<file path="src/hdl/supply_monitor_pkg.sv">
// shared constants for the supply monitor block
package supply_monitor_pkg;
    // ************************************************************
    // register offsets
    // ************************************************************
    localparam logic [3:0] OFF_STATUS = 4'h0;
    localparam logic [3:0] OFF_CONFIG = 4'h1;
    localparam logic [3:0] OFF_EVT    = 4'h2;
    localparam logic [3:0] OFF_EVT_EN = 4'h3;
    localparam logic [3:0] OFF_EVT_CL = 4'h4;
    // ************************************************************
    // config field positions
    // ************************************************************
    localparam int CFG_PWRD  = 0;
    localparam int CFG_RSTD  = 1;
    localparam int CFG_STOP  = 2;
    localparam int CFG_RANGE = 3;
    localparam logic [7:0] CFG_RESET = 8'h00;
    // ************************************************************
    // status and event fields
    // ************************************************************
    localparam int STS_FLAG  = 7;
    localparam int EVT_FALL  = 0;
    localparam int EVT_RST   = 1;
    localparam int EVT_W     = 2;
    localparam int SYNC_STAGES = 2;
endpackage : supply_monitor_pkg

</file>
<file path="src/hdl/hyst_flag.sv">
// hysteresis latch: set below falling, clear above rising
`timescale 1ns/1ps
module hyst_flag (
    input  wire logic i_clk,
    input  wire logic i_resetn,
    input  wire logic i_en,
    input  wire logic i_below_fall,
    input  wire logic i_above_rise,
    output logic      o_flag
);
    logic flag_r;
    logic flag_nxt;
    // below-falling wins if both ever show at once
    assign flag_nxt = !i_en ? 1'b0 : i_below_fall ? 1'b1 : i_above_rise ? 1'b0 : flag_r;
    always_ff @(posedge i_clk or negedge i_resetn) begin
        if (!i_resetn) begin
            flag_r <= 1'b0;
        end else begin
            flag_r <= flag_nxt;
        end
    end
    assign o_flag = flag_r;
endmodule : hyst_flag

</file>
<file path="src/hdl/supply_monitor.sv">
// supply monitor control: config, status flag, reset request, event irq
`timescale 1ns/1ps
// How it works
// - config resets to zero, so monitoring is on straight out of reset
// - power-disable bit set turns the monitor off and blocks flag and reset
// - reset-disable clear means a low supply requests system reset
// - in stop mode the monitor runs only if stop-enable is set
// - range bit selects the 5 V comparator pair, clear selects 3 V
// - every power-on reset clears the range bit; software sets it again
// - setting 5 V while not above its rising level gives reset at once
// - a monitor reset holds until supply rises above the rising level
// - the status flag follows the comparator hysteresis result
// - a monitor reset also drives the external reset pin low
// - status flag is read-only, set below falling level, cleared by reset
// - flag is 0 above rising, 1 below falling, holds in between on 3 V; on 5 V it is 1 whenever not above rising
// - a monitor reset in stop mode wakes the part via the reset vector
// - the monitor raises a cpu interrupt request on o_irq only for enabled events
module supply_monitor (
    // clock and reset
    input  wire logic       i_clk,
    input  wire logic       i_resetn,
    input  wire logic       i_por,
    // comparator trips, asynchronous
    input  wire logic       i_below_fall_3v,
    input  wire logic       i_above_rise_3v,
    input  wire logic       i_below_fall_5v,
    input  wire logic       i_above_rise_5v,
    // system mode
    input  wire logic       i_stop_mode,
    // register port
    input  wire logic [3:0] i_addr,
    input  wire logic [7:0] i_wdata,
    input  wire logic       i_wr,
    input  wire logic       i_rd,
    output logic [7:0]      o_rdata,
    // reset, wake and monitor state outputs
    output logic            o_sys_reset,
    output logic            o_rst_pin_n,
    output logic            o_wake,
    output logic            o_range_5v,
    output logic            o_monitor_on,
    // event interrupt
    output logic            o_irq
);
    // ************************************************************
    // configuration
    // ************************************************************
    logic [7:0] cfg_r;
    logic [supply_monitor_pkg::EVT_W-1:0] evt_r;
    logic [supply_monitor_pkg::EVT_W-1:0] evt_en_r;
    logic [7:0] rdata_r;
    logic       sys_reset_r;
    logic       wake_r;
    logic       irq_r;
    logic       range_r;
    logic       on_r;
    logic       flag_prev_r;
    logic       rst_prev_r;
    logic       rst_pin_r;

    wire wr_cfg = i_wr && (i_addr == supply_monitor_pkg::OFF_CONFIG);
    wire wr_en  = i_wr && (i_addr == supply_monitor_pkg::OFF_EVT_EN);
    wire wr_clr = i_wr && (i_addr == supply_monitor_pkg::OFF_EVT_CL);

    // range bit is cleared only by power-on, other resets keep it
    always_ff @(posedge i_clk or negedge i_resetn) begin
        if (!i_resetn) begin
            cfg_r <= supply_monitor_pkg::CFG_RESET;
        end else if (wr_cfg) begin
            cfg_r <= i_wdata & 8'h0f;
        end
    end

    logic range_bit_r;
    always_ff @(posedge i_clk) begin
        if (i_por) begin
            range_bit_r <= 1'b0;
        end else if (wr_cfg && i_resetn) begin
            range_bit_r <= i_wdata[supply_monitor_pkg::CFG_RANGE];
        end
    end

    wire pwrd   = cfg_r[supply_monitor_pkg::CFG_PWRD];
    wire rstd   = cfg_r[supply_monitor_pkg::CFG_RSTD];
    wire stopen = cfg_r[supply_monitor_pkg::CFG_STOP];
    wire range_sel = range_bit_r === 1'b1;

    // ************************************************************
    // comparator synchronisation
    // ************************************************************
    // bit order: {above 5v, below 5v, above 3v, below 3v}
    wire  [3:0] trip_async = {i_above_rise_5v, i_below_fall_5v, i_above_rise_3v, i_below_fall_3v};
    logic [3:0] trip_s;

    // each bit crosses alone; skew between bits only delays the flag one edge
    for (genvar g = 0; g < 4; g++) begin : g_sync
        trip_sync #(
            .STAGES(supply_monitor_pkg::SYNC_STAGES)
        ) u_sync (
            .i_clk   (i_clk),
            .i_resetn(i_resetn),
            .i_async (trip_async[g]),
            .o_sync  (trip_s[g])
        );
    end

    wire bf3_s = trip_s[0];
    wire ar3_s = trip_s[1];
    wire bf5_s = trip_s[2];
    wire ar5_s = trip_s[3];

    // ************************************************************
    // monitor enable and range
    // ************************************************************
    wire mon_on     = !pwrd && (!i_stop_mode || stopen);
    wire below_fall = range_sel ? bf5_s : bf3_s;
    wire above_rise = range_sel ? ar5_s : ar3_s;
    // 5 V selected while not above its rising level counts as low at once
    wire low_5v_sel = range_sel && !ar5_s;
    wire below_eff  = below_fall || low_5v_sel;

    logic flag;
    hyst_flag u_flag (
        .i_clk       (i_clk),
        .i_resetn    (i_resetn),
        .i_en        (mon_on),
        .i_below_fall(below_eff),
        .i_above_rise(above_rise),
        .o_flag      (flag)
    );

    // ************************************************************
    // reset request
    // ************************************************************
    // the held flag is itself the reset source, so the hold follows hysteresis
    wire rst_req = mon_on && !rstd && flag;

    always_ff @(posedge i_clk or negedge i_resetn) begin
        if (!i_resetn) begin
            sys_reset_r <= 1'b0;
            wake_r      <= 1'b0;
            range_r     <= 1'b0;
            on_r        <= 1'b0;
            flag_prev_r <= 1'b0;
            rst_prev_r  <= 1'b0;
            rst_pin_r   <= 1'b1;
        end else begin
            sys_reset_r <= rst_req;
            wake_r      <= rst_req && i_stop_mode;
            range_r     <= range_sel;
            on_r        <= mon_on;
            flag_prev_r <= flag;
            rst_prev_r  <= rst_req;
            // own flop, so no gate sits between the register and the pad
            rst_pin_r   <= !rst_req;
        end
    end

    // ************************************************************
    // event status, enable, clear; events never reach the cpu on their own
    // ************************************************************
    wire [supply_monitor_pkg::EVT_W-1:0] evt_set = {rst_req && !rst_prev_r, flag && !flag_prev_r};
    wire [supply_monitor_pkg::EVT_W-1:0] evt_clr = wr_clr ? i_wdata[supply_monitor_pkg::EVT_W-1:0] : '0;
    wire [supply_monitor_pkg::EVT_W-1:0] evt_nxt = (evt_r & ~evt_clr) | evt_set;

    always_ff @(posedge i_clk or negedge i_resetn) begin
        if (!i_resetn) begin
            evt_r    <= '0;
            evt_en_r <= '0;
            irq_r    <= 1'b0;
        end else begin
            evt_r    <= evt_nxt;
            irq_r    <= |(evt_nxt & (wr_en ? i_wdata[supply_monitor_pkg::EVT_W-1:0] : evt_en_r));
            if (wr_en) begin
                evt_en_r <= i_wdata[supply_monitor_pkg::EVT_W-1:0];
            end
        end
    end

    // ************************************************************
    // read path
    // ************************************************************
    logic [7:0] rd_mux;
    always_comb begin
        rd_mux = 8'h00;
        case (i_addr)
            supply_monitor_pkg::OFF_STATUS: rd_mux = {flag, 7'h00};
            supply_monitor_pkg::OFF_CONFIG: rd_mux = {4'h0, range_sel, cfg_r[2:0]};
            supply_monitor_pkg::OFF_EVT:    rd_mux = {6'h00, evt_r};
            supply_monitor_pkg::OFF_EVT_EN: rd_mux = {6'h00, evt_en_r};
            default:                        rd_mux = 8'h00;
        endcase
    end

    always_ff @(posedge i_clk or negedge i_resetn) begin
        if (!i_resetn) begin
            rdata_r <= 8'h00;
        end else begin
            rdata_r <= i_rd ? rd_mux : 8'h00;
        end
    end

    assign o_rdata      = rdata_r;
    assign o_sys_reset  = sys_reset_r;
    assign o_rst_pin_n  = rst_pin_r;
    assign o_wake       = wake_r;
    assign o_range_5v   = range_r;
    assign o_monitor_on = on_r;
    assign o_irq        = irq_r;

    // ************************************************************
    // checks
    // ************************************************************
    // reset path
    pin_follows_a: assert property (@(posedge i_clk) disable iff (!i_resetn)
        o_rst_pin_n == !o_sys_reset) else $error("reset pin not low with reset");

    pin_low_a: assert property (@(posedge i_clk) disable iff (!i_resetn)
        rst_req |=> !o_rst_pin_n) else $error("reset pin not driven low");

    reset_req_a: assert property (@(posedge i_clk) disable iff (!i_resetn)
        (mon_on && !rstd && flag) |=> o_sys_reset) else $error("missing monitor reset");

    no_rst_dis_a: assert property (@(posedge i_clk) disable iff (!i_resetn)
        rstd |=> !rst_prev_r) else $error("reset while disabled");

    rst_release_a: assert property (@(posedge i_clk) disable iff (!i_resetn)
        !rst_req |=> !o_sys_reset) else $error("reset held without request");

    no_rst_off_a: assert property (@(posedge i_clk) disable iff (!i_resetn)
        !mon_on |=> !o_sys_reset) else $error("reset while monitor off");

    low5v_a: assert property (@(posedge i_clk) disable iff (!i_resetn)
        (mon_on && !rstd && range_sel && !ar5_s) |=> ##1 o_sys_reset) else $error("5v low no reset");

    wake_a: assert property (@(posedge i_clk) disable iff (!i_resetn)
        (rst_req && i_stop_mode) |=> o_wake) else $error("no wake on stop reset");

    wake_stop_a: assert property (@(posedge i_clk) disable iff (!i_resetn)
        !i_stop_mode |=> !o_wake) else $error("wake outside stop");

    // flag and comparators
    off_clear_a: assert property (@(posedge i_clk) disable iff (!i_resetn)
        pwrd |=> !flag) else $error("flag set while monitor off");

    stop_off_a: assert property (@(posedge i_clk) disable iff (!i_resetn)
        (i_stop_mode && !stopen) |=> !flag) else $error("monitor ran in stop");

    flag_set_a: assert property (@(posedge i_clk) disable iff (!i_resetn)
        (mon_on && below_eff) |=> flag) else $error("flag not set below falling");

    flag_hold_a: assert property (@(posedge i_clk) disable iff (!i_resetn)
        (mon_on && !below_eff && !above_rise) |=> flag == $past(flag)) else $error("flag lost hold");

    flag_rise_a: assert property (@(posedge i_clk) disable iff (!i_resetn)
        (mon_on && !below_eff && above_rise) |=> !flag) else $error("flag not cleared above");

    hyst_hold_a: assert property (@(posedge i_clk) disable iff (!i_resetn)
        (flag && mon_on && !above_rise) |=> flag) else $error("flag left before rising level");

    sync_delay_a: assert property (@(posedge i_clk) disable iff (!i_resetn)
        $rose(bf3_s) |-> $past(i_below_fall_3v, 2)) else $error("trip passed too few stages");

    // configuration and range
    range_out_a: assert property (@(posedge i_clk) disable iff (!i_resetn)
        1'b1 |=> o_range_5v == $past(range_sel)) else $error("range output stale");

    por_clear_a: assert property (@(posedge i_clk) disable iff (!i_resetn)
        i_por |=> !range_sel) else $error("range kept over power-on");

    mon_out_a: assert property (@(posedge i_clk) disable iff (!i_resetn)
        1'b1 |=> o_monitor_on == $past(mon_on)) else $error("monitor state output stale");

    // register port and events
    rdata_idle_a: assert property (@(posedge i_clk) disable iff (!i_resetn)
        !i_rd |=> o_rdata == 8'h00) else $error("read data without read");

    status_rd_a: assert property (@(posedge i_clk) disable iff (!i_resetn)
        (i_rd && i_addr == supply_monitor_pkg::OFF_STATUS) |=> o_rdata[7] == $past(flag))
        else $error("status read wrong");

    cfg_rd_a: assert property (@(posedge i_clk) disable iff (!i_resetn)
        (i_rd && i_addr == supply_monitor_pkg::OFF_CONFIG) |=> o_rdata[3] == $past(range_sel))
        else $error("range bit read wrong");

    status_ro_a: assert property (@(posedge i_clk) disable iff (!i_resetn)
        (i_wr && i_addr == supply_monitor_pkg::OFF_STATUS) |=> $stable(cfg_r)) else $error("status write landed");

    sticky_a: assert property (@(posedge i_clk) disable iff (!i_resetn)
        (evt_r[0] && !wr_clr) |=> evt_r[0]) else $error("event bit dropped");

    evt_set_a: assert property (@(posedge i_clk) disable iff (!i_resetn)
        (flag && !flag_prev_r) |=> evt_r[0]) else $error("flag event not recorded");

    evt_clr_a: assert property (@(posedge i_clk) disable iff (!i_resetn)
        (wr_clr && i_wdata[0] && !(flag && !flag_prev_r)) |=> !evt_r[0]) else $error("event not cleared");
endmodule : supply_monitor

</file>
<file path="src/hdl/trip_sync.sv">
// two flip-flop synchroniser for one comparator bit
`timescale 1ns/1ps
module trip_sync #(
    parameter int STAGES = 2
) (
    input  wire logic i_clk,
    input  wire logic i_resetn,
    input  wire logic i_async,
    output logic      o_sync
);
    logic [STAGES-1:0] chain_r;
    always_ff @(posedge i_clk or negedge i_resetn) begin
        if (!i_resetn) begin
            chain_r <= '0;
        end else begin
            chain_r <= {chain_r[STAGES-2:0], i_async};
        end
    end
    assign o_sync = chain_r[STAGES-1];
endmodule : trip_sync
</file>
<file path="config.mk">
export PLATFORM = sky130hd
export DESIGN_NAME = supply_monitor
export DESIGN_NICKNAME = d
export VERILOG_FILES = /design/src/hdl/supply_monitor_pkg.sv /design/src/hdl/hyst_flag.sv /design/src/hdl/supply_monitor.sv /design/src/hdl/trip_sync.sv
export SDC_FILE = /design/constraint.sdc
export NUM_CORES = 1
export LEC_CHECK = 0
export BUFFER_PORTS_ARGS = -buffer_cell sky130_fd_sc_hd__buf_2
export CAP_MARGIN = 20
export CORE_UTILIZATION = 52
export CTS_CLUSTER_SIZE = 16
export DETAILED_ROUTE_END_ITERATION = 8
export GPL_TIMING_DRIVEN = 0
export PLACE_DENSITY = 0.87
export SLEW_MARGIN = 20
export SYNTH_ARGS = -nofsm -noshare
export SYNTH_HDL_FRONTEND = slang
export SYNTH_SLANG_ARGS = --single-unit
</file>
<file path="constraint.sdc">
create_clock -name i_clk -period 3.6 [get_ports i_clk]
set_input_delay 0.72 -clock i_clk [delete_from_list [all_inputs] [get_ports i_clk]]
set_output_delay 0.72 -clock i_clk [all_outputs]
set_load 0.1 [all_outputs]
</file>
## Word level (Yosys, flattened, before mapping)

Cells that the tools add are included.

| storage, ports and cells | value |
|---|---|
| logic and storage cells | 58 |
| register bits after elaboration | 32 |
| output and inout bits | 14 |
| bits of input ports | 22 |

| operators by class | value |
|---|---|
| bitwise gates (word level) | 4 |
| multiplexer cells | 9 |
| reduce and logical (&&, ||, !) cells | 22 |
| equality and inequality tests | 6 |

Operator list:

| kind | number |
|---|---|
| $pmux W8 S4 | 1 |
| $logic_and A1 B1 Y1 | 11 |
| $eq A4 B2 Y1 const B | 2 |
| $mux W8 | 1 |
| $logic_not A1 Y1 | 7 |
| $mux W1 | 5 |
| $and A2 B2 Y2 | 2 |
| $eq A4 B1 Y1 const B | 1 |
| $eq A4 B3 Y1 const B | 1 |
| $logic_not A4 Y1 | 1 |
| $mux W2 | 2 |
| $ne A3 B1 Y1 const B | 1 |
| $logic_or A1 B1 Y1 | 2 |
| $not A2 Y2 | 1 |
| $or A2 B2 Y2 | 1 |
| $reduce_or A2 Y1 | 1 |
| $eqx A1 B1 Y1 const B | 1 |

## Depth between registers and ports, before layout

Gate-level depths: netlist of the first run.

| logic depth | value |
|---|---|
| word-level depth | 9 |
| depth in mapped cells | 5 |
| depth with buffers taken out | 4 |

## Modules after synthesis

A second synthesis of the first run with hierarchy kept.

| second synthesis, totals | value |
|---|---|
| cells, all modules | 80 |
| area, all modules | 1116.1 um^2 |

By module, submodules not included:

| module | area an instance (um^2) | times used | cells each | seq. area each (um^2) |
|---|---|---|---|---|
| supply_monitor | 869.6 | 1 | 69 | 496.7 |
| trip_sync | 50.0 | 4 | 2 | 50.0 |
| hyst_flag | 46.3 | 1 | 3 | 25.0 |

## Least setup slack after synthesis of the first run

OpenSTA, ideal clock, no wires.

| path | value |
|---|---|
| kind | input to register |
| from | input i_addr[0] |
| to | register irq_r (netlist: o_irq) |
| path buffers | 1 |
| arrival | 1.510 ns |
| library setup time | 0.124 ns |
| path slack | 1.966 ns |
| stages | 5 |
| data required time | 3.476 ns |
| cell sequence | buf_6 -> and2b_4 -> nand4b_4 -> mux2_4 -> o2bb2ai_2 |

| on the way | value |
|---|---|
| longest elaborated chain between the ends | 8 |
| elaborated cells between the ends (all ways) | 11 |
| those cells by class | eq/ne: 2; mux: 2; bitwise: 4; reduce/logical: 3 |

Ends and longest elaborated chain:

| item | line | text |
|---|---|---|
| start: declaration | supply_monitor.sv:31 | `input wire logic [3:0] i_addr,` |
| $eq A4 B3 Y1 | supply_monitor.sv:63 | `wire wr_clr = i_wr && (i_addr == supply_monitor_pkg::OFF_EVT_CL);` |
| $logic_and A1 B1 Y1 | supply_monitor.sv:63 |  |
| $mux W2 | supply_monitor.sv:163 | `wire [supply_monitor_pkg::EVT_W-1:0] evt_clr = wr_clr ? i_wdata[supply_monitor_pkg::EVT_W-1:0] : '0;` |
| $not A2 Y2 | supply_monitor.sv:164 | `wire [supply_monitor_pkg::EVT_W-1:0] evt_nxt = (evt_r & ~evt_clr) \| evt_set;` |
| $and A2 B2 Y2 | supply_monitor.sv:164 |  |
| $or A2 B2 Y2 | supply_monitor.sv:164 |  |
| $and A2 B2 Y2 (*) | supply_monitor.sv:173 | `irq_r <= \|(evt_nxt & (wr_en ? i_wdata[supply_monitor_pkg::EVT_W-1:0] : evt_en_r));` |
| $reduce_or A2 Y1 (*) | supply_monitor.sv:173 |  |
| end signal: assignment | supply_monitor.sv:173 |  |
| end: declaration | supply_monitor.sv:54 | `logic irq_r;` |

Every way passes the cells marked *; elsewhere a longest branch is shown, timed or not.
A chain may end at the register's enable or synchronous reset.

## Final worst setup path of the first run

| path | value |
|---|---|
| from | register rst_pin_r (netlist: o_rst_pin_n) |
| to | output o_rst_pin_n |

RTL lines:

| item | line | text |
|---|---|---|
| start: declaration | supply_monitor.sv:59 | `logic rst_pin_r;` |
| start signal: assignment | supply_monitor.sv:155 | `rst_pin_r <= !rst_req;` |
| end: declaration | supply_monitor.sv:38 | `output logic o_rst_pin_n,` |

No word-level cell between the ends.

==> metrics, run 1 <==
outcome finished clean; clock skew 0.00527 ns; worst path bufs/invs 1; syn_area_per_cell 14.3 um^2; vias in the first global route approximately 640; root buf cell clkbuf_4; Final Critical Period 1.97 ns; CTS clk-pin slew, worst paths 0.09 ns; CTS tree done; Die Footprint 0.00231 mm^2; DRT iter0 DRCs 12; vias per inst 5.06; initial cell density of the core a little under three fifths; crit path cell chain buf_2; CP Capture Type output port; gpl congestion 0.833; CORE AREA 0.00198 mm^2; critical path required time 2.88 ns; CP max FO 1; maxcap violations 0; max incr delay on CP around 0.52 ns; f_max 0.507 GHz; total grt overflow 0; CTS Buf Count 5; post-DP HPWL between 1000 and 1500 um; number of distinct library cells after synthesis 30; Slew Viols, Final 0; Nets 135; pin count of the biggest net entering global routing 30; Ports 36; Rows 16; antenna-violating nets left 0; Post-Place Cells 133; yosys warns 0; Setup CP Type register to output port; Clock Path Buffers 2; post-cts sizing count 0; Syn Inst Count a little under 80; WL final 1850 um; Setup TNS 0 ns; GRT Util Overall 20.0%; H-tree depth 2; crit start category register; Yosys top cell by area dfrtp_1; Cell Area, Synth 0.00110 mm^2; Area growth syn-to-layout 23.7%; #FFs+latches synth 29; Die X-Extent around 48 um; pwr dens 616 mW/mm^2; leakage power 0.706 nW; layout cells sized above 1 43.0%; First-pass DRT Iterations 4; Die Ht 48.0 um; Post-CTS Setup Bufs 0; Setup violations, final 0; antenna violations before repair 0; cell family with most CP delay flip-flops; CTS Hold Bufs 0; Non-Filler Instances 141; Sink Count 29; CP max stage cell dfstp_2; Post-route DRC 0; Area contributors post-synth dfrtp_1 (61%), mux2_1 (5.1%), o2bb2ai_2 (2.7%); via count 714; Synth top area share 61.3%; n_diodes 0; critical path arrival about 1.3 ns; worst hold path type register to register; Worst-Margin Slew 0.601 ns; relative slew slack between 50% and 60%; fin crit share between 50 and 60%; first-pass GRT wire length 2880 um; Final Hold Viols 0; RSZ-0062 raised after global routing no; WL/cell 13.1 um; IO Port Bufs 27; clk_lat worst skew 0.32 ns; peak supply drop 0.513 mV; sequential fraction of the synthesis area 65.5%
## final timing paths
check / depth (start not counted) / slack, ns / to / from
worst max register to register: 4 / 2.28 / o_irq / cfg_r[2]
worst min register to register: 0 / 0.35 / g_sync[3].u_sync.chain_r[1] / g_sync[3].u_sync.chain_r[0]
max in group asynchronous: 1 / 2.81 / g_sync[2].u_sync.chain_r[1] / i_resetn
worst min-delay path: 0 / 0.35 / g_sync[3].u_sync.chain_r[1] / g_sync[3].u_sync.chain_r[0]
worst max-delay path: 1 / 1.63 / o_rst_pin_n / o_rst_pin_n
min in group asynchronous: 1 / 0.40 / o_rdata[3] / i_resetn
## per-layer routing
layer | vias up | GRT usage, % | share of wire (%)
met4 | 0 | 12.8 | 0.70
met3 | 2 | 8.30 | 7.5
met2 | 34 | 29.7 | 50
met1 | 347 | 24.1 | 42
li1 | 331 | - | -
met5 | - | 0 | 0
## kinds of logic (layout without fill, tap and decap cells)
group,count (synthesis),in the layout,synth area share [%]
DFF,29,29,65.5
buffers and inverters,10,45,5.11
and+or+nand+nor,20,20,12.4
other,1,3,0.340
muxes,8,8,8.29
AOI/OAI and AO/OA,9,9,8.40
## power breakdown
| part | total (mW) | switching [mW] | internal (mW) |
|---|---|---|---|
| Clock | 0.272 | 0.106 | 0.166 |
| Sequential | 0.382 | 0.0204 | 0.361 |
| Combinational | 0.187 | 0.138 | 0.0492 |
| Total | 0.840 | 0.264 | 0.576 |
## placed cells by master (no fill, tap or decap), types with 2 or more instances in the layout
master and n:
mux2_1 5, conb_1 3, nand4b_1 2, nand2_1 2, buf_4 3, mux2i_1 2
inv_2 2, o2bb2ai_2 2, a22oi_1 2, and3_1 2, clkbuf_4 5, nor2_1 6
dfrtp_1 27, buf_2 27, inv_1 4
## stage by stage
step	instance area, um^2	util, %	power [mW]	worst slack (ns)	hold slack [ns]
after floorplan	1110	-	0.530	1.97	0.331
after global placement	1280	64.5	0.568	1.81	0.332
after detailed placement	1280	64.5	0.575	1.77	0.336
after CTS	1360	68.8	0.847	1.61	0.356
after global routing	1360	68.8	0.880	1.56	0.365
final	1360	68.8	0.840	1.63	0.352
## cell type report
cell class              instances  area (um^2)
plain buffers                   4         33.8
clock buffers                   7         55.1
clock inverters                 1         30.0
fillers                       147          618
inverters                       6         22.5
multi-input cells              40          332
flip-flops and latches         29          722
well taps                      27         33.8
repair buffers                 27          135
## registers in the layout, indices dropped and copies added (netlist names), 2 cells and up
register,flops
cfg_r,3
o_rdata,5
evt_r,2
evt_en_r,2
g_sync.u_sync.chain_r,8
## cell usage after synthesis
master	instances
mux2_4	1
and3_1	2
buf_4	3
nor2_1	6
a22oi_1	2
nand4b_1	2
dfstp_2	1
nand3_1	1
a21o_1	1
o21bai_1	1
nor2b_1	1
inv_2	2
nor3b_2	1
nand4b_4	1
o2bb2ai_2	2
and2b_4	1
nand2_1	2
mux2_1	5
o22ai_1	1
mux2i_1	2
buf_6	1
nand2_2	1
conb_1	1
and2_1	1
a2bb2oi_2	1
nor4_1	1
inv_1	4
a2111o_1	1
dfrtp_1	27
dfxtp_1	1
No activity file was read; power rests on OpenSTA's default activity.
==> run 2, diff against run 1 <==
CORE_UTILIZATION = 48   (was 52)
PLACE_DENSITY = 0.81   (was 0.87)
clock period = 2 ns   (was 3.6 ns; I/O delays follow)
==> metrics, run 2 (synthesis gave the netlist of run 1 again) <==
pin count of the biggest net entering global routing 30; largest register by flop count g_sync.u_sync.chain_r; top sig layer met4; Rows 16; CTS Buf Count 5; worst hold path type primary input to async pin; Worst-Margin Slew 0.585 ns; first-pass GRT wire length 2930 um; relative slew slack roughly 61%; crit start category register; Clock Path Buffers 2; critical path required time between 1.5 and 2 ns; vias per inst 4.93; max incr delay on CP 0.52 ns; CTS Hold Bufs 0; cell family with most CP delay flip-flops; Post-CTS Setup Bufs 0; register share of total power around 47%; Comb pwr share 22.8%; worst path bufs/invs 1; Final Hold Viols 0; antenna violations before repair 0; flop2flop setup slack roughly 0.70 ns; post-cts sizing count 0; outcome finished clean; CP Capture Type output port; GRT Util Overall 17.0%; layout cells sized above 1 between 40% and 50%; root buf cell clkbuf_4; IO Port Bufs 27; crit path cell chain buf_2; Setup TNS 0 ns; gpl congestion 0.815; Largest register FFs 8; Area growth syn-to-layout 22.9%; M1 WL ~700 um; RSZ-0062 raised after global routing no; met3 WL 127 um; Setup crit end o_rst_pin_n; R2R Path Start cfg_r[2]; CP max FO 1; Switching Fraction 31.9%; H-tree depth 2; CTS tree done; antenna-violating nets left 0; critical path arrival 1.26 ns; n_diodes 0; post-DP HPWL between 1000 and 1500 um; leakage power 0.703 nW; initial cell density of the core 53.5%; DRT iter0 DRCs 5; met2 wire len 850 um; Slew Viols, Final 0; clock skew 0.00920 ns; crit path from o_rst_pin_n; most frequent cells in the layout dfrtp_1 (27), buf_2 (27), nor2_1 (6); Post-route DRC 0; Final Critical Period approximately 1.7 ns; Die Footprint 0.00249 mm^2; Reg2Reg Depth 4; WL final 1740 um; peak supply drop between 0.7 and 0.8 mV; fin area 0.00136 mm^2; Nets 135; CP max stage cell dfstp_2; vias in the first global route slightly below 700; CORE AREA between 0.002 and 0.0025 mm^2; fin crit share 82.9%; Die Ht ~50 um; P_sw between 400 and 500 uW; Worst path depth 1; final-layout fill cell count 158; Ports 36; Post-Place Cells approximately 130; Setup violations, final 0; total grt overflow 0; maxcap violations 0; pwr dens 1080 mW/mm^2; clk_lat worst skew 0.32 ns; Post-DP Area 0.00128 mm^2; Die X-Extent 49.9 um; Internal 1.00 mW; First-pass DRT Iterations 4; Sink Count 29; R2R Path End o_irq; WL/cell 12.4 um; CTS clk-pin slew, worst paths around 0.08 ns; via count roughly 700; f_max 0.603 GHz; clock power share 30.5%; Non-Filler Instances 141; Setup CP Type register to output port
## run 2: cell count changes in the layout (fill, tap and decap cells not counted), sizes merged
cell,delta
clkbuf,-1
clkinv,+1
## run 2: layout make-up
cell class	count	area (um^2)	area share [%]
Sequential cell	29	722	53.3
Multi-Input combinational cell	40	332	24.5
Timing Repair Buffer	27	135	9.97
Clock buffer	6	41.3	3.05
Clock inverter	2	35.0	2.59
Buffer	4	33.8	2.49
Tap cell	27	33.8	2.49
Inverter	6	22.5	1.66
## run 2: routing by layer
layer  global-route usage (%)  up-vias
li1                         -      333
met1                     18.3      327
met2                     26.6       29
met3                     7.72        6
met4                     11.4        0
met5                        0        -
## run 2: how the worst min path moves through the flow
stage	start	endpoint	slack (ns)	cells after the start
CTS	i_resetn	g_sync[3].u_sync.chain_r[1]	0.07	1
global placement	g_sync[3].u_sync.chain_r[0]	g_sync[3].u_sync.chain_r[1]	0.33	0
detailed placement	g_sync[3].u_sync.chain_r[0]	g_sync[3].u_sync.chain_r[1]	0.34	0
global route	i_resetn	u_flag.o_flag	0.1	1
finish	i_resetn	o_rdata[2]	0.07	1
floorplan	i_resetn	cfg_r[0]	0.10	0
## run 2: power by group through the flow
| stage | sequential (mW) | clock, mW | combinational [mW] |
|---|---|---|---|
| 2_1_floorplan | 0.830 | 0 | 0.124 |
| 3_3_place_gp | 0.694 | 0 | 0.329 |
| 3_5_place_dp | 0.698 | 0 | 0.336 |
| 4_1_cts | 0.686 | 0.463 | 0.336 |
| 5_1_grt | 0.692 | 0.491 | 0.349 |
| 6_report | 0.686 | 0.448 | 0.335 |
## run 2: through the flow
stage | hold slack (ns) | power (mW) | setup slack (ns) | util (%)
2_1_floorplan | 0.104 | 0.954 | 0.686 | -
3_3_place_gp | 0.332 | 1.02 | 0.531 | 62.0
3_5_place_dp | 0.338 | 1.03 | 0.490 | 62.0
4_1_cts | 0.0730 | 1.49 | 0.318 | 65.7
5_1_grt | 0.0952 | 1.53 | 0.307 | 65.7
6_report | 0.0686 | 1.47 | 0.341 | 65.7
==> run 3, diff against run 2 <==
ABC_AREA = 1   (was unset)
CORE_UTILIZATION = 43   (was 48)
PLACE_DENSITY = 0.77   (was 0.81)
clock period = 1.5 ns   (was 2 ns; I/O delays follow)
==> metrics, run 3 <==
Worst-Margin Slew 0.594 ns; GRT Util Overall 16.8%; clock skew 0.000914 ns; Ports 36; Clock Path Buffers 2; P_sw about 700 uW; gpl congestion between 0.8 and 0.9; Switching Fraction 36.1%; Pwr Total 1.93 mW; Internal 1.24 mW; Yosys top cell by area dfrtp_1; top cells by count, synth dfrtp_1 (27), nand2_1 (19), inv_1 (12); register share of total power 47.0%; CTS clk-pin slew, worst paths 0.09 ns; RSZ-0062 raised after global routing no; #FFs+latches synth 29; cell family with most CP delay flip-flops; CP max stage cell dfstp_2; worst hold path type primary input to async pin; clock power share about 28%; Post-route DRC 0; Comb pwr share 25.4%; outcome finished with violations; CTS Buf Count 5; antenna violations before repair 0; Post-synth EDFFs 0; Cell Area, Synth 0.00108 mm^2; simple-gate share of the synthesized area 21.8%; vias per inst 4.78; Worst Hold Slack -0.0298 ns; syn_area_per_cell 10.3 um^2; clk_lat worst skew 0.32 ns; Setup violations, final 0; critical path required time 1.20 ns; ys flop type dfrtp_1; WL/cell 10.9 um; Post-Place Cells 163; CP Capture Type output port; leakage power 0.730 nW; crit path cell chain buf_4; largest register by flop count g_sync.u_sync.chain_r; Rows 17; CP max FO 1; largest family of logic cells by synthesized area simple AND/OR/NAND/NOR gates; Non-Filler Instances 171; Syn Inst Count 105; most frequent cells in the layout dfrtp_1 (27), buf_2 (27), nand2_1 (19); fin area 0.00134 mm^2; worst path bufs/invs 1; Die X-Extent 52.2 um; Synth Area in XOR/XNOR 0%; worst slack, placed 0.172 ns; Final Hold Viols 27; H-tree depth 2; initial cell density of the core 47.2%; Slew Viols, Final 0; total grt overflow 0; root buf cell clkbuf_4; antenna-violating nets left 0; Nets roughly 160; pwr dens 1440 mW/mm^2; final core utilization 58.3%; relative slew slack between 60% and 70%; n_diodes 0; most frequent cell after synthesis dfrtp_1; max incr delay on CP 0.53 ns; peak supply drop 0.926 mV; Setup TNS 0 ns; IO Port Bufs 28; Post-DP Area 0.00127 mm^2; post-synthesis mux area share 0%; register area 722 um^2; fin crit share 95.6%; Setup CP Type register to output port; CTS tree done; adder-cell share of the synthesized area 0%; pin count of the biggest net entering global routing 30; Async SR Flop Fraction 96.6%; sequential fraction of the synthesis area 66.6%; Area growth syn-to-layout 23.6%; maxcap violations 0; Final Critical Period 1.43 ns; footprint of the multi-input gates 287 um^2; worst setup margin ~0.067 ns; via count ~820; f_max 0.698 GHz; failing checks hold timing; vias in the first global route 741; Die Footprint 0.00272 mm^2; crit start category register; Area contributors post-synth dfrtp_1 (62%), nand2_1 (6.6%), inv_1 (4.2%); WL final between 1500 and 2000 um; critical path arrival approximately 1.1 ns; layout cells sized above 1 33.6%; DRT iter0 DRCs 17; Sink Count 29; First-pass DRT Iterations 4; yosys warns 0; Largest register FFs 8; CORE AREA around 0.0023 mm^2; final-layout fill cell count 209; post-DP HPWL 1390 um; Die Ht 52.2 um; Synth top area share 62.4%; number of distinct library cells after synthesis 20; first-pass GRT wire length 3060 um; post-synthesis compound-gate area fraction 3.58%
## run 3: changes by cell type after synthesis, moves of 4 or more
cell / change
inv_1: +8
mux2_1: -5
nand3_1: +6
o21ai_1: +5
nand4_1: +5
nor2_1: +4
nand2_1: +17
## run 3: power groups by stage
stage,registers (mW),clock network (mW),logic [mW]
after floorplan,1.16,0,0.143
after global placement,0.921,0,0.483
after detailed placement,0.924,0,0.489
after CTS,0.909,0.549,0.495
after global routing,0.916,0.585,0.522
final,0.909,0.534,0.490
## run 3: worst reg2reg max path, cell delays in order (launching register included)
cell and delay (ns):
dfrtp_1 0.38, inv_1 0.07, or2_2 0.28, nand2_1 0.09, nand2_1 0.05, nand2_1 0.07
## run 3: timing repair
item,CTS,global route
gates resized for setup,1,0
setup buffers,0,0
hold endpoints to repair,27,0
setup endpoints to repair,1,0
## run 3: kinds of logic (layout without fill, tap and decap cells)
kind of cell | count (synthesis) | after routing
and+or+nand+nor | 50 | 50
AOI/OAI and AO/OA | 7 | 7
DFF | 29 | 29
buffers and inverters | 18 | 54
other | 1 | 3
## run 3: path summary, 6_finish.rpt
path,slack (ns),endpoint,start,depth (start not counted)
worst max-delay path,0.07,o_rst_pin_n,o_rst_pin_n,1
worst min-delay path,-0.03,o_range_5v,i_resetn,1
worst max register to register,0.49,o_irq,u_flag.o_flag,5
worst min register to register,0.35,g_sync[1].u_sync.chain_r[1],g_sync[1].u_sync.chain_r[0],0
max in group asynchronous,1.14,o_irq,i_resetn,1
min in group i_clk,0.07,g_sync[3].u_sync.chain_r[0],i_above_rise_5v,1
## run 3: layer usage
metal  track usage [%]  wire length (um)  vias to the layer above
li1                  -                 -                      402
met1              17.6               762                      378
met2              27.1               906                       30
met3              7.83               146                        7
met4              10.5                57                        0
met5                 0                 0                        -
## run 3: area by class of cell
cell class / instances / area share [%]
Sequential cell: 29 / 53.9
Timing Repair Buffer: 28 / 10.7
Inverter: 14 / 3.93
Clock buffer: 7 / 4.86
Multi-Input combinational cell: 60 / 21.4
Tap cell: 28 / 2.62
Buffer: 4 / 2.24
Clock inverter: 1 / 0.374
